--- src/rtl/dhrs_pkg.sv ---
// Constants for the display hardware reset sequencer.
// Assumes a single 40 MHz clock; times are converted to cycle counts here.
package dhrs_pkg;
   localparam int CLK_HZ = 40_000_000;
   // Spike rejection: shorter than 5 us never resets, longer than 9 us always does
   localparam int REJECT_US = 5;
   localparam int ACCEPT_US = 9;
   // Reset cancel interval and blanking limits
   localparam int CANCEL_SLEEP_MS = 5;
   localparam int CANCEL_AWAKE_MS = 120;
   localparam int BLANK_MAX_MS = 120;
   // Accept threshold placed midway, and rounded down so it stays below 9 us
   localparam int ACCEPT_CYC = ((REJECT_US + ACCEPT_US) * (CLK_HZ / 1_000_000)) / 2;
   // Glitch filter: high blips shorter than half the reject time cannot end a held reset
   localparam int GLITCH_CYC = (REJECT_US * (CLK_HZ / 1_000_000)) / 2;
   // Longest times round down
   localparam int CANCEL_SLEEP_CYC = CANCEL_SLEEP_MS * (CLK_HZ / 1_000);
   localparam int CANCEL_AWAKE_CYC = CANCEL_AWAKE_MS * (CLK_HZ / 1_000);
   localparam int BLANK_CYC = BLANK_MAX_MS * (CLK_HZ / 1_000);
   localparam int CNT_W = 24;
   localparam logic RESET_SLEEP = 1'b1;
endpackage

--- src/rtl/dhrs_pulse_filter.sv ---
// Low-pulse qualifier for the reset pin.
// Assumes line_n is already synchronised to clk.
`timescale 1ns/1ps
module dhrs_pulse_filter #(
   parameter int ACCEPT = 200,
   parameter int GLITCH = 100,
   parameter int W = 24
) (
   input wire logic clk,
   input wire logic nrst,
   input wire logic line_n,
   output logic reset_active
);
   logic [W-1:0] low_reg, low_next;
   logic [W-1:0] high_reg, high_next;
   logic act_reg, act_next;

   always_comb begin
      low_next = low_reg;
      high_next = high_reg;
      act_next = act_reg;
      if (!line_n) begin
         high_next = '0;
         if (low_reg != W'(ACCEPT))
            low_next = low_reg + 1'b1;
         if (low_reg == W'(ACCEPT - 1))
            act_next = 1'b1;
      end else begin
         low_next = '0;
         if (high_reg != W'(GLITCH))
            high_next = high_reg + 1'b1;
         // Short high spikes inside a valid pulse are ignored
         if (high_reg == W'(GLITCH - 1))
            act_next = 1'b0;
      end
   end

   always_ff @(posedge clk or negedge nrst) begin
      if (!nrst) begin
         low_reg <= '0;
         high_reg <= '0;
         act_reg <= 1'b0;
      end else begin
         low_reg <= low_next;
         high_reg <= high_next;
         act_reg <= act_next;
      end
   end

   assign reset_active = act_reg;
endmodule // dhrs_pulse_filter

--- src/rtl/dhrs_sequencer.sv ---
// Reset sequencer for a display controller: filters the reset pin, blanks the
// panel, reloads stored settings on release and signals when commands may run.
// Assumes the nonvolatile store answers a load request with a done pulse.
`timescale 1ns/1ps
module dhrs_sequencer #(
   parameter int CANCEL_SLEEP = dhrs_pkg::CANCEL_SLEEP_CYC,
   parameter int CANCEL_AWAKE = dhrs_pkg::CANCEL_AWAKE_CYC,
   parameter int BLANK_TIME = dhrs_pkg::BLANK_CYC
) (
   input wire logic clk,
   input wire logic nrst,
   input wire logic hw_reset_line_n,
   input wire logic sleeping,
   input wire logic nvm_done,
   output logic nvm_load,
   output logic display_blank,
   output logic core_reset,
   output logic ready
);
   typedef enum logic [2:0] {
      DHRS_RUN,
      DHRS_BLANKING,
      DHRS_HELD,
      DHRS_LOAD,
      DHRS_CANCEL
   } dhrs_state_e;

   localparam int CW = dhrs_pkg::CNT_W;

   logic sync1_reg, sync2_reg;
   logic reset_active;
   dhrs_state_e state_reg, state_next;
   logic [CW-1:0] cnt_reg, cnt_next;
   logic [CW-1:0] limit_reg, limit_next;
   logic sleep_reg, sleep_next;
   logic load_reg, load_next;

   always_ff @(posedge clk or negedge nrst) begin
      if (!nrst) begin
         sync1_reg <= 1'b1;
         sync2_reg <= 1'b1;
      end else begin
         sync1_reg <= hw_reset_line_n;
         sync2_reg <= sync1_reg;
      end
   end

   dhrs_pulse_filter #(
      .ACCEPT(dhrs_pkg::ACCEPT_CYC),
      .GLITCH(dhrs_pkg::GLITCH_CYC),
      .W(CW)
   ) u_filter (
      .clk(clk),
      .nrst(nrst),
      .line_n(sync2_reg),
      .reset_active(reset_active)
   );

   always_comb begin
      state_next = state_reg;
      cnt_next = cnt_reg;
      limit_next = limit_reg;
      sleep_next = sleep_reg;
      load_next = 1'b0;
      unique case (state_reg)
         DHRS_RUN: begin
            if (reset_active) begin
               sleep_next = sleeping;
               cnt_next = '0;
               // Awake start runs the blanking sequence; asleep stays blank
               state_next = sleeping ? DHRS_HELD : DHRS_BLANKING;
            end
         end
         DHRS_BLANKING: begin
            cnt_next = cnt_reg + 1'b1;
            if (cnt_reg >= CW'(BLANK_TIME - 1))
               state_next = DHRS_HELD;
            if (!reset_active) begin
               state_next = DHRS_LOAD;
               load_next = 1'b1;
               cnt_next = '0;
            end
         end
         DHRS_HELD: begin
            if (!reset_active) begin
               state_next = DHRS_LOAD;
               load_next = 1'b1;
               cnt_next = '0;
            end
         end
         DHRS_LOAD: begin
            cnt_next = cnt_reg + 1'b1;
            limit_next = sleep_reg ? CW'(CANCEL_SLEEP) : CW'(CANCEL_AWAKE);
            if (reset_active) begin
               state_next = DHRS_HELD;
            end else if (nvm_done) begin
               state_next = DHRS_CANCEL;
            end
         end
         DHRS_CANCEL: begin
            cnt_next = cnt_reg + 1'b1;
            if (reset_active)
               state_next = DHRS_HELD;
            else if (cnt_reg >= limit_reg - 1'b1)
               state_next = DHRS_RUN;
         end
         default: state_next = DHRS_RUN;
      endcase
   end

   always_ff @(posedge clk or negedge nrst) begin
      if (!nrst) begin
         state_reg <= DHRS_HELD;
         cnt_reg <= '0;
         limit_reg <= CW'(CANCEL_SLEEP);
         sleep_reg <= dhrs_pkg::RESET_SLEEP;
         load_reg <= 1'b0;
      end else begin
         state_reg <= state_next;
         cnt_reg <= cnt_next;
         limit_reg <= limit_next;
         sleep_reg <= sleep_next;
         load_reg <= load_next;
      end
   end

   // Load is requested on release; the cancel window counts from the request, so it stretches only if the store outlasts it
   assign nvm_load = load_reg;
   assign display_blank = (state_reg != DHRS_RUN);
   assign core_reset = (state_reg == DHRS_BLANKING) || (state_reg == DHRS_HELD);
   assign ready = (state_reg == DHRS_RUN);
endmodule // dhrs_sequencer

--- config.mk ---
export PLATFORM = sky130hd
export DESIGN_NAME = dhrs_sequencer
export DESIGN_NICKNAME = d
export VERILOG_FILES = /design/src/rtl/dhrs_pkg.sv /design/src/rtl/dhrs_pulse_filter.sv /design/src/rtl/dhrs_sequencer.sv
export SDC_FILE = /design/constraint.sdc
export NUM_CORES = 1
export LEC_CHECK = 0
export BUFFER_PORTS_ARGS = -buffer_cell sky130_fd_sc_hd__buf_2
export CELL_PAD_IN_SITES_DETAIL_PLACEMENT = 0
export CELL_PAD_IN_SITES_GLOBAL_PLACEMENT = 1
export CORE_MARGIN = 3
export CORE_UTILIZATION = 49
export CTS_CLUSTER_DIAMETER = 30
export DETAILED_ROUTE_END_ITERATION = 10
export GPL_ROUTABILITY_DRIVEN = 0
export MAX_ROUTING_LAYER = met4
export PLACE_DENSITY_LB_ADDON = 0.08
export SLEW_MARGIN = 20
export SYNTH_ARGS = -nofsm -noshare
export SYNTH_HDL_FRONTEND = slang
export SYNTH_SLANG_ARGS = --single-unit
--- constraint.sdc ---
create_clock -name clk -period 2.34 [get_ports clk]
set_input_delay 0 -clock clk [delete_from_list [all_inputs] [get_ports clk]]
set_output_delay 0 -clock clk [all_outputs]
set_load 0.01 [all_outputs]
# --- Word-level counts from Yosys, hierarchy flattened ---
# Cells that the tools add are included.
word_totals:
  wordCells: 67
  output_inout_bits: 4
  input_bits: 5
  register_bits: 104
classes:
  n_lt_le_gt_ge: 2
  n_reduce_logical: 12
  mux: 24
  add_sub_neg: 4
  eq_ne: 15
ops:
  columns: ["op", "count"]
  rows:
  - ["$mux 24", 7]
  - ["$pmux 24 s4", 1]
  - ["$add 24x1->24 const B", 3]
  - ["$eq 24x7->1 const B", 1]
  - ["$eq 24x9->1 const B", 1]
  - ["$ge 24x23->1 const B", 1]
  - ["$ge 24x24->1", 1]
  - ["$mux 3", 8]
  - ["$ne 24x7->1 const B", 1]
  - ["$ne 24x9->1 const B", 1]
  - ["$sub 24x1->24 const B", 1]
  - ["$mux 23", 1]
  - ["$pmux 3 s5", 1]
  - ["$eq 3x2->1 const B", 2]
  - ["$ne 2x1->1 const B", 3]
  - ["$ne 3x2->1 const B", 2]
  - ["$mux 1", 5]
  - ["$reduce_and 5->1", 1]
  - ["$reduce_and 2->1", 2]
  - ["$reduce_bool 2->1", 2]
  - ["$reduce_bool 4->1", 1]
  - ["$reduce_or 2->1", 2]
  - ["$eq 3x1->1 const B", 1]
  - ["$eq 3x3->1 const B", 1]
  - ["7 further kinds", 7]

# --- Logic depth before layout (Yosys ltp) ---
# Gate-level depths: netlist of the first run.
depth:
  word_depth: 5
  mapped_depth: 8
  ltp_nobuf: 8

# --- Cells and area by module ---
# Synthesis of the first run repeated with hierarchy kept, for this count alone.
unflattened:
  cells_unflattened: 536
  hier_area_um2: 4879.7
by_module_without_submodules:
  columns: ["module", "instances", "area_per_inst_um2", "seq_area_each_um2", "cells_per_inst"]
  rows:
  - ["dhrs_pulse_filter", 1, 2696.3, 1226.2, 292]
  - ["dhrs_sequencer", 1, 2183.3, 832.0, 244]

# --- Least setup slack after synthesis of the first run ---
# OpenSTA, ideal clock, no wires.
synth_timing:
  path_kind: "reg-to-reg"
  from: "register cnt_reg[10]"
  to: "register cnt_reg[23]"
  slack_ns: 0.373
  period_less_slack_ns: 1.967
  required_ns: 2.263
  setup_time_ns: 0.077
  stages_incl_launch_ff: 8
  n_path_buf: 2
  arrival_ns: 1.889
  cell_sequence: "dfrtp_1 -> buf_2 -> and4_1 -> and2_1 -> or3b_1 -> buf_2 -> or4_1 -> a21oi_1"
synth_via:
  elab_chain_len: 3
synth_lines:
  columns: ["element", "line_no", "text"]
  rows:
  - ["start: declaration", "dhrs_sequencer.sv:33", "logic [CW-1:0] cnt_reg, cnt_next;"]
  - ["start signal: assignment", "dhrs_sequencer.sv:120", "cnt_reg <= cnt_next;"]
  - ["$add 24x1->24 (*)", "dhrs_sequencer.sv:75, dhrs_sequencer.sv:92, dhrs_sequencer.sv:101", null]
  - ["$mux 24", "dhrs_sequencer.sv:78", "if (!reset_active) begin"]
  - ["$pmux 24 s4 (*)", "dhrs_sequencer.sv:65", "unique case (state_reg)"]
# Every way passes the cells marked *; elsewhere a longest branch is shown, timed or not.
# A chain may end at the register's enable or synchronous reset.

# --- Worst setup path in the final report of the first run ---
layout_timing:
  from: "register state_reg[0]"
  to: "register cnt_reg[21]"
layout_via:
  elab_chain_len: 4
  elab_cells_between_ends: 11
  classes_between: "eq/ne (6); mux (1); reduce/logical (4)"
layout_lines:
  columns: ["element", "line_no", "text"]
  rows:
  - ["start: declaration", "dhrs_sequencer.sv:32", "dhrs_state_e state_reg, state_next;"]
  - ["start signal: assignment", "dhrs_sequencer.sv:119", "state_reg <= state_next;"]
  - ["$eq 3x3->1 / $eq 3x2->1 (equally long branches)", "dhrs_sequencer.sv:65", null]
  - ["$reduce_or 2->1 (no line)", null, null]
  - ["$reduce_bool 4->1 (no line)", null, null]
  - ["$reduce_and 3->1 (no line)", null, null]
# Parallel ways exist; a longest one is shown, timed or not.

==> qor.csv, run 1 <==
metric;value;unit
total setup buffers inserted after CTS;0;
CTS tree;done;
syn avg cell area;9.18;µm²
P_sw;0.560;mW
R2R Path End;cnt_reg[21];
CP Capture Type;flop;
synthesized net count;528;
drt first pass iters;4;
Vias;3735;
P_int;2.01;mW
Final Util;57.3;%
Slew HR;61.8;%
Worst-Skew Late Latency;350;ps
slowest stage cell, crit path;or4_1;
drt initial violations;160;
R2R Path Start;state_reg[0];
Final Hold Vio Count;0;
top_reg_cell synth;dfrtp_1;
CP bufs+invs;0;
fraction of power consumed by combinational cells;3.1;%
commonest non-fill, non-tap cells in the layout;77 x dfrtp_1, 41 x nor2_1, 32 x nand2_1, 32 x a21oi_1;
DPL Wire Length;6.80;mm
fin. max-slew vios;0;
die area;10700;µm²
Yosys reg bits;82;
footprint of the multi-input gates;2420;µm²
Slew @ Worst Pin;558;ps
Post-synth EDFFs;0;
number of buffers created by CTS;9;
part of the power in registers;56.3;%
Area Overhead vs Synth;10.2;%
Routed Antenna Nets;0;
area leader, netlist;dfrtp_1;
initial antenna violation count;0;
share of Yosys cell area claimed by the top area cell type;41.3;%
max_cap viols;0;
IO Pins;9;
Synth Warn #;0;
worst-case reg-to-reg path depth;5;
clock transition at the registers of the reported paths;80;ps
Post-Syn Area;4670;µm²
cts repair resizes;0;
Die W;104;µm
Place WS;234;ps
Total GRT Usage;19.8;%
Seq. cell area;2060;µm²
Fin Setup TNS;0;ps
type of origin of the critical path;flop;
pwr dens;500;nW/µm²
Initial Util;52.0;%
clock group share of total power;40.7;%
Port Buf Inserts;8;
Setup violations, final;0;
Worst EP arrival;2410;ps
Synth Instances;508;
HP Class;input pin to asynchronous set/reset pin;
root buffer cell;clkbuf_8;
first-pass GRT wire length;17.3;mm
Distinct cells, synth;54;
Clock Sinks;82;
Remaining Overflow, GRT;0;
PnR worst setup slack;210;ps
asr flop ratio synth;100;%
Area contributors post-synth;dfrtp_1 41%, xnor2_1 5.8%, ha_1 4.0%;
WP data required;2620;ps
Hold WS;145;ps
R2R Setup Slk;210;ps
crit path max fanout;16;
# DRC;0;
CTS Buffer Depth;2;
Cell Chain, Critical Path;nor2_2 > o21ai_2 > a211o_1 > or4_1 > a21oi_1;
Fillers;822;
Tcrit/Tclk final;91.0;%
ANT cells;0;
Largest delay share family, worst path;simple AND/OR/NAND/NOR gates;
CORE AREA;8980;µm²
vias in the first global route;3603;
final net count;545;
Lkg Pwr;2.12;nW
Worst Skew;9.11;ps
WL per Instance;15.1;µm
Via density;5.69;
Peak VDD IR;0.396;mV
Power Total;2.57;mW
largest net degree at the start of global routing;52;
min Tclk post-route;2130;ps
std cell rows;34;
drt total wl;9.88;mm
share of cells above drive strength 1;9.81;%
fmax;0.470;GHz
status;completed;
RSZ-0062 raised after global routing;no;
leading cell type in the layout, fill and taps excluded;dfrtp_1;
max incr delay on CP;560;ps
CTS HTree Levels;3;
Switching Share;21.8;%
register area share after synthesis;44.1;%
Worst Path Class, Setup;flop to flop;
die height;104;µm
power groups by stage:
| stage | Sequential [mW] | Combinational (mW) | Clock [mW] |
|---|---|---|---|
| 4_1_cts | 1.44 | 0.0819 | 1.08 |
| 5_1_grt | 1.45 | 0.0911 | 1.13 |
| 2_1_floorplan | 1.47 | 0.0315 | 0 |
| 3_5_place_dp | 1.47 | 0.0764 | 0 |
| 6_report | 1.44 | 0.0784 | 1.05 |
| 3_3_place_gp | 1.47 | 0.0741 | 0 |
synthesized netlist by cell type (all sizes together) (3+ instances only):
cell     count
a2111oi      6
a211o        3
a211oi       3
a21boi       3
a21oi       32
a31o         3
a31oi        4
and2        20
and3         7
and4         5
buf          6
clkbuf      13
dfrtp       77
dfstp        5
ha          15
inv         29
mux2i        3
nand2       32
nand2b       3
nand3       32
nand4       17
nor2        42
nor2b        3
nor3        18
nor4        11
nor4b        3
o21ai       28
o31ai        5
or3         12
or4          7
xnor2       31
xor2        13
metal layers:
layer	global-route usage, %	routed length (µm)
met5	-	0
met4	4.08	81
met1	26.7	4800
met2	31.6	4670
met3	3.92	332
logic make-up (layout without fill, tap and decap cells):
| family | Yosys count | in the layout | synth area share, % |
|---|---|---|---|
| compound gates | 95 | 95 | 13.0 |
| xor+xnor | 44 | 44 | 8.26 |
| fa+ha+maj | 15 | 15 | 4.02 |
| buf+inv | 48 | 70 | 4.05 |
| flops | 82 | 82 | 44.1 |
| mux | 5 | 5 | 1.13 |
| simple gates | 219 | 219 | 25.4 |
worst reg2reg max path, cell delays in order, from the launching register on:
cell and delay, ps:
dfrtp_1 490, nor2_2 290, o21ai_2 100, a211o_1 470
or4_1 560, a21oi_1 150
worst max-delay path by stage:
stage,start,slack [ps],endpoint,cells past startpoint
6_report,state_reg[0],210,cnt_reg[21],5
5_1_grt,state_reg[0],80,cnt_reg[23],5
4_1_cts,state_reg[0],210,cnt_reg[23],5
3_5_place_dp,cnt_reg[10],230,cnt_reg[23],5
3_3_place_gp,cnt_reg[10],260,cnt_reg[23],5
2_1_floorplan,cnt_reg[10],370,cnt_reg[23],7
per-stage QoR:
step / cell area (µm²) / instances
after global routing: 5140 / 656
after CTS: 5140 / 656
after global placement: 4900 / 636
final: 5140 / 656
after detailed placement: 4900 / 636
after floorplan: 4670 / 508
timing repair:
action | 4_1_cts | 5_1_grt
hold buffers | 4 | 0
endpoints found under the setup margin | 0 | 0
endpoints found under the hold margin | 35 | 0
layout make-up:
cell class | count | area share, %
Clock buffer | 14 | 3.16
Clock inverter | 2 | 0.682
Inverter | 29 | 2.12
Multi-Input combinational cell | 378 | 47.2
Sequential cell | 82 | 40.0
Tap cell | 126 | 3.07
Timing Repair Buffer | 25 | 3.75
Note: power is estimated with default switching activity, not from simulation.
==> run 2: changes to the inputs <==
--- a/config.mk
+++ b/config.mk
@@ -5,13 +5,14 @@
 export SDC_FILE = /design/constraint.sdc
 export NUM_CORES = 1
 export LEC_CHECK = 0
-export BUFFER_PORTS_ARGS = -buffer_cell sky130_fd_sc_hd__buf_2
 export CELL_PAD_IN_SITES_DETAIL_PLACEMENT = 0
 export CELL_PAD_IN_SITES_GLOBAL_PLACEMENT = 1
 export CORE_MARGIN = 3
-export CORE_UTILIZATION = 49
+export CORE_UTILIZATION = 50
+export CTS_BUF_LIST = sky130_fd_sc_hd__clkbuf_8 sky130_fd_sc_hd__clkbuf_16
 export CTS_CLUSTER_DIAMETER = 30
 export DETAILED_ROUTE_END_ITERATION = 10
+export DONT_BUFFER_PORTS = 1
 export GPL_ROUTABILITY_DRIVEN = 0
 export MAX_ROUTING_LAYER = met4
 export PLACE_DENSITY_LB_ADDON = 0.08
==> qor.csv, run 2 (synthesized netlist as in run 1, its figures left out) <==
metric;value;unit;change
Tcrit/Tclk final;92.6;%;+1.6 points
drt first pass iters;4;;unchanged
Hold Path End;state_reg[0];;
Lkg Pwr;2.12;nW;about the same
ANT cells;0;;unchanged
CTS Buffer Depth;2;;unchanged
crit path max fanout;16;;unchanged
fmax;0.461;GHz;-1.8%
CP bufs+invs;0;;unchanged
Fillers;816;;-0.73%
Total GRT Usage;20.7;%;+0.86 points
root buffer cell;clkbuf_8;;
Final Hold Vio Count;0;;unchanged
WP data required;2610;ps;about the same
drt initial violations;127;;-21%
drt total wl;9.83;mm;-0.53%
WL per Instance;15.6;µm;+3.4%
first-pass GRT wire length;16.7;mm;-3.5%
Port Buf Inserts;0;;-8
# DRC;0;;unchanged
Slew HR;60.6;%;-1.2 points
share of cells above drive strength 1;8.99;%;-0.82 points
clock transition at the registers of the reported paths;90;ps;about the same
largest net degree at the start of global routing;83;;+60%
hold depth;3;;
HP Class;input pin to flop;;
Area Overhead vs Synth;10.3;%;about the same
max incr delay on CP;630;ps;+70 ps
min Tclk post-route;2170;ps;+38.1 ps
CP Capture Type;flop;;
worst-case reg-to-reg path depth;5;;unchanged
type of origin of the critical path;flop;;
total setup buffers inserted after CTS;0;;unchanged
Hold WS;71.2;ps;-74.0 ps
final net count;538;;-1.3%
R2R Setup Slk;170;ps;-40 ps
max_cap viols;0;;unchanged
DPL Wire Length;6.69;mm;-1.7%
Initial Util;52.5;%;+0.50 points
Worst-Skew Late Latency;360;ps;about the same
status;completed;;
number of buffers created by CTS;9;;unchanged
Routed Antenna Nets;0;;unchanged
Clock Sinks;82;;unchanged
std cell rows;34;;unchanged
Worst Skew;14.7;ps;+5.62 ps
fin. max-slew vios;0;;unchanged
commonest non-fill, non-tap cells in the layout;77 x dfrtp_1, 41 x nor2_1, 32 x nand2_1, 32 x a21oi_1;;
CTS HTree Levels;3;;unchanged
CORE AREA;8890;µm²;-0.95%
leading cell type in the layout, fill and taps excluded;dfrtp_1;;
Fin Setup TNS;0;ps;unchanged
Vias;3720;;-0.40%
Slew @ Worst Pin;590;ps;+32.4 ps
Die W;103;µm;-0.95%
Peak VDD IR;0.314;mV;-21%
vias in the first global route;3487;;-3.2%
Worst EP arrival;2440;ps;+30 ps
Setup violations, final;0;;unchanged
die height;103;µm;-0.95%
Via density;5.90;;+3.5%
CTS tree;done;;
Worst Hold Launch;sleeping;;
Worst Path Class, Setup;flop to flop;;
R2R Path End;cnt_reg[23];;
die area;10500;µm²;-1.9%
slowest stage cell, crit path;dfstp_2;;
Cell Chain, Critical Path;nor2b_1 > o21ai_2 > a211o_1 > or4_1 > a21oi_1;;
Largest delay share family, worst path;simple AND/OR/NAND/NOR gates;;
Remaining Overflow, GRT;0;;unchanged
R2R Path Start;state_reg[1];;
initial antenna violation count;0;;unchanged
IO Pins;9;;unchanged
RSZ-0062 raised after global routing;no;;
pwr dens;546;nW/µm²;+9.2%
## run 2: how the worst max path moves through the flow
stage,from,end,slack (ps),depth (start not counted)
after floorplan,cnt_reg[10],cnt_reg[23],370,7
after global placement,state_reg[0],cnt_reg[21],260,5
after detailed placement,state_reg[1],cnt_reg[23],180,5
after CTS,state_reg[1],cnt_reg[23],160,5
after global routing,state_reg[1],cnt_reg[21],9,5
final,state_reg[1],cnt_reg[23],170,5
## run 2: worst reg2reg max path, delay by kind of cell (launching register included)
family,cells,cell delay [ps]
and+or+nand+nor,2,800
AOI/OAI and AO/OA,3,680
DFF,1,630
## run 2: area by class of cell
type                    instances  area, µm²  share of cell area [%]
clock buffers                  11        151                    2.94
clock inverters                 5        101                    1.97
inverters                      29        109                    2.12
multi-input cells             378       2420                    47.1
flip-flops and latches         82       2060                    40.0
well taps                     108        135                    2.63
repair buffers                 18        165                    3.21
## run 2: where the power goes
group          internal, mW  switching, mW  total, mW
Sequential             1.43         0.0176       1.45
Clock                 0.764          0.523       1.29
Combinational        0.0259         0.0476     0.0735
Total                  2.22          0.588       2.81
## run 2: through the flow
step / cell area [µm²] / total power [mW] / instances / util (%) / setup WS, ps
after floorplan: 4670 / 1.50 / 508 / - / 373
after global placement: 4820 / 1.51 / 610 / 54.3 / 255
after detailed placement: 4820 / 1.51 / 610 / 54.3 / 183
after CTS: 5140 / 2.85 / 631 / 57.9 / 157
after global routing: 5140 / 2.91 / 631 / 57.9 / 9.45
final: 5140 / 2.81 / 631 / 57.9 / 172
## run 2: timing repair
action                                 in CTS  in global routing
gates resized for setup                     0                  0
endpoints found under the hold margin      87                  0
setup endpoints to repair                   0                  0
hold buffers                                5                  0
## run 2: layer usage
layer  wire (µm)  track usage [%]  up-vias  part of all wire (%)
li1            -                -     1847                     -
met1        4850             27.2     1819                    49
met2        4610             32.7       42                    47
met3         202             3.52       12                   2.1
met4         167             6.76        0                   1.7
met5           0                -        -                     0
==> run 3: changes to the inputs <==
--- a/config.mk
+++ b/config.mk
@@ -7,6 +7,7 @@
 export LEC_CHECK = 0
 export CELL_PAD_IN_SITES_DETAIL_PLACEMENT = 0
 export CELL_PAD_IN_SITES_GLOBAL_PLACEMENT = 1
+export CORE_ASPECT_RATIO = 1.75
 export CORE_MARGIN = 3
 export CORE_UTILIZATION = 50
 export CTS_BUF_LIST = sky130_fd_sc_hd__clkbuf_8 sky130_fd_sc_hd__clkbuf_16
@@ -16,6 +17,7 @@
 export GPL_ROUTABILITY_DRIVEN = 0
 export MAX_ROUTING_LAYER = met4
 export PLACE_DENSITY_LB_ADDON = 0.08
+export SKIP_LAST_GASP = 1
 export SLEW_MARGIN = 20
 export SYNTH_ARGS = -nofsm -noshare
 export SYNTH_HDL_FRONTEND = slang
==> qor.csv, run 3 (synthesized netlist as in run 1, its figures left out) <==
metric;value;unit;change
status;completed;;
drt first pass iters;4;;unchanged
Total GRT Usage;21.3;%;+0.59 points
fin. max-slew vios;0;;unchanged
Setup violations, final;0;;unchanged
drt total wl;10.0;mm;+2.0%
Initial Util;51.3;%;-1.2 points
Slew @ Worst Pin;627;ps;+36.4 ps
crit path max fanout;8;;-8
Area Overhead vs Synth;12.4;%;
CTS tree;done;;
Placed Area;4850;µm²;+0.62%
Cell Chain, Critical Path;ha_1 > nand3_1 > a2111oi_0 > buf_4 > xnor2_1 > nor2_1;;
min Tclk post-route;2180;ps;+11.6 ps
leading cell type in the layout, fill and taps excluded;dfrtp_1;;
Fillers;874;;+7.1%
largest net degree at the start of global routing;83;;unchanged
Final Hold Vio Count;0;;unchanged
die height;134;µm;+30%
total setup buffers inserted after CTS;0;;unchanged
Remaining Overflow, GRT;0;;unchanged
Slew HR;57.1;%;-3.5 points
Port Buf Inserts;0;;unchanged
WP data required;2550;ps;-60 ps
initial antenna violation count;0;;unchanged
Tcrit/Tclk final;93.1;%;+0.49 points
commonest non-fill, non-tap cells in the layout;77 x dfrtp_1, 41 x nor2_1, 32 x nand2_1, 32 x a21oi_1;;
Worst Skew;4.28;ps;-10.5 ps
Power Total;3.03;mW;+7.8%
share of cells above drive strength 1;9.33;%;+0.35 points
number of buffers created by CTS;9;;unchanged
Die W;79.0;µm;-23%
slowest stage cell, crit path;a2111oi_0;;
Largest delay share family, worst path;compound AO/OA/AOI/OAI gates;;
CORE AREA;9090;µm²;+2.3%
CTS Buffer Depth;2;;unchanged
post-route cell area;5240;µm²;+1.9%
DPL Wire Length;6.96;mm;+4.2%
CTS HTree Levels;3;;unchanged
cts hold-fix bufs;5;;unchanged
HP Class;input pin to flop;;
Clock Sinks;82;;unchanged
Worst Path Class, Setup;flop to flop;;
Peak VDD IR;0.498;mV;+59%
Worst EP arrival;2390;ps;-50 ps
Final Util;57.7;%;-0.22 points
CP Capture Type;flop;;
cts repair resizes;0;;unchanged
Cells after DPL;624;;+2.3%
pwr dens;577;nW/µm²;+5.8%
clock transition at the registers of the reported paths;60;ps;-30 ps
WL per Instance;15.5;µm;-0.24%
Routed Antenna Nets;0;;unchanged
CP bufs+invs;1;;+1
drt initial violations;153;;+20%
max incr delay on CP;690;ps;+60 ps
Lkg Pwr;2.16;nW;+2.0%
root buffer cell;clkbuf_16;;
die area;10600;µm²;+0.43%
IO Pins;9;;unchanged
vias in the first global route;3648;;+4.6%
Fin Setup TNS;0;ps;unchanged
final net count;540;;+0.37%
std cell rows;46;;+35%
# DRC;0;;unchanged
Vias;3730;;+0.27%
Worst-Skew Late Latency;330;ps;-30 ps
ANT cells;0;;unchanged
Non-Filler Instances;645;;+2.2%
fmax;0.459;GHz;-0.53%
RSZ-0062 raised after global routing;no;;
max_cap viols;0;;unchanged
type of origin of the critical path;flop;;
first-pass GRT wire length;17.4;mm;+3.9%
Via density;5.78;;-1.9%
run 3: cell count changes in the layout (fill, tap and decap cells not counted), sizes merged:
cell	change
buf	+2
clkinv	+2
bufinv	-1
clkbuf	-1
run 3: per-layer routing:
layer / wire length, µm / track usage [%] / share of wire, % / vias up
met5: 0 / - / 0 / -
met4: 218 / 7.93 / 2.2 / 0
met3: 156 / 2.96 / 1.6 / 16
met2: 5500 / 37.4 / 55 / 43
met1: 4150 / 24.3 / 41 / 1823
li1: - / - / - / 1848
run 3: where the power goes:
| group | switching (mW) | internal (mW) | leakage (nW) |
|---|---|---|---|
| registers | 0.0170 | 1.43 | 1.10 |
| clock network | 0.550 | 0.956 | 0.160 |
| logic | 0.0478 | 0.0250 | 0.895 |
| total | 0.614 | 2.41 | 2.16 |
run 3: layout make-up:
type | count | area (µm²) | area share, %
inverter | 29 | 109 | 2.08
tap | 120 | 150 | 2.86
multi-input combinational | 378 | 2420 | 46.3
clock buffer | 10 | 239 | 4.56
sequential | 82 | 2060 | 39.3
clock inverter | 6 | 81.3 | 1.55
timing repair buffer | 20 | 180 | 3.44
run 3: stage by stage:
stage          hold slack (ps)  setup slack [ps]
2_1_floorplan             -296               373
3_3_place_gp              -294               187
3_5_place_dp              -294               169
4_1_cts                   83.2               123
5_1_grt                    145              81.7
6_report                   101               161
run 3: worst paths after layout:
kind,from,end,slack [ps],depth (start not counted)
max,cnt_reg[0],cnt_reg[14],160,6
min,sleeping,state_reg[0],100,3
max reg2reg,cnt_reg[0],cnt_reg[14],160,6
min reg2reg,sync1_reg,sync2_reg,360,0
max in group asynchronous,nrst,sync1_reg,1740,2
min in group asynchronous,nrst,nvm_load,220,2
run 3: worst min-delay path, cell delays in order:
cell and delay (ps):
o21ai_0 120, and3_1 170, a311o_1 110
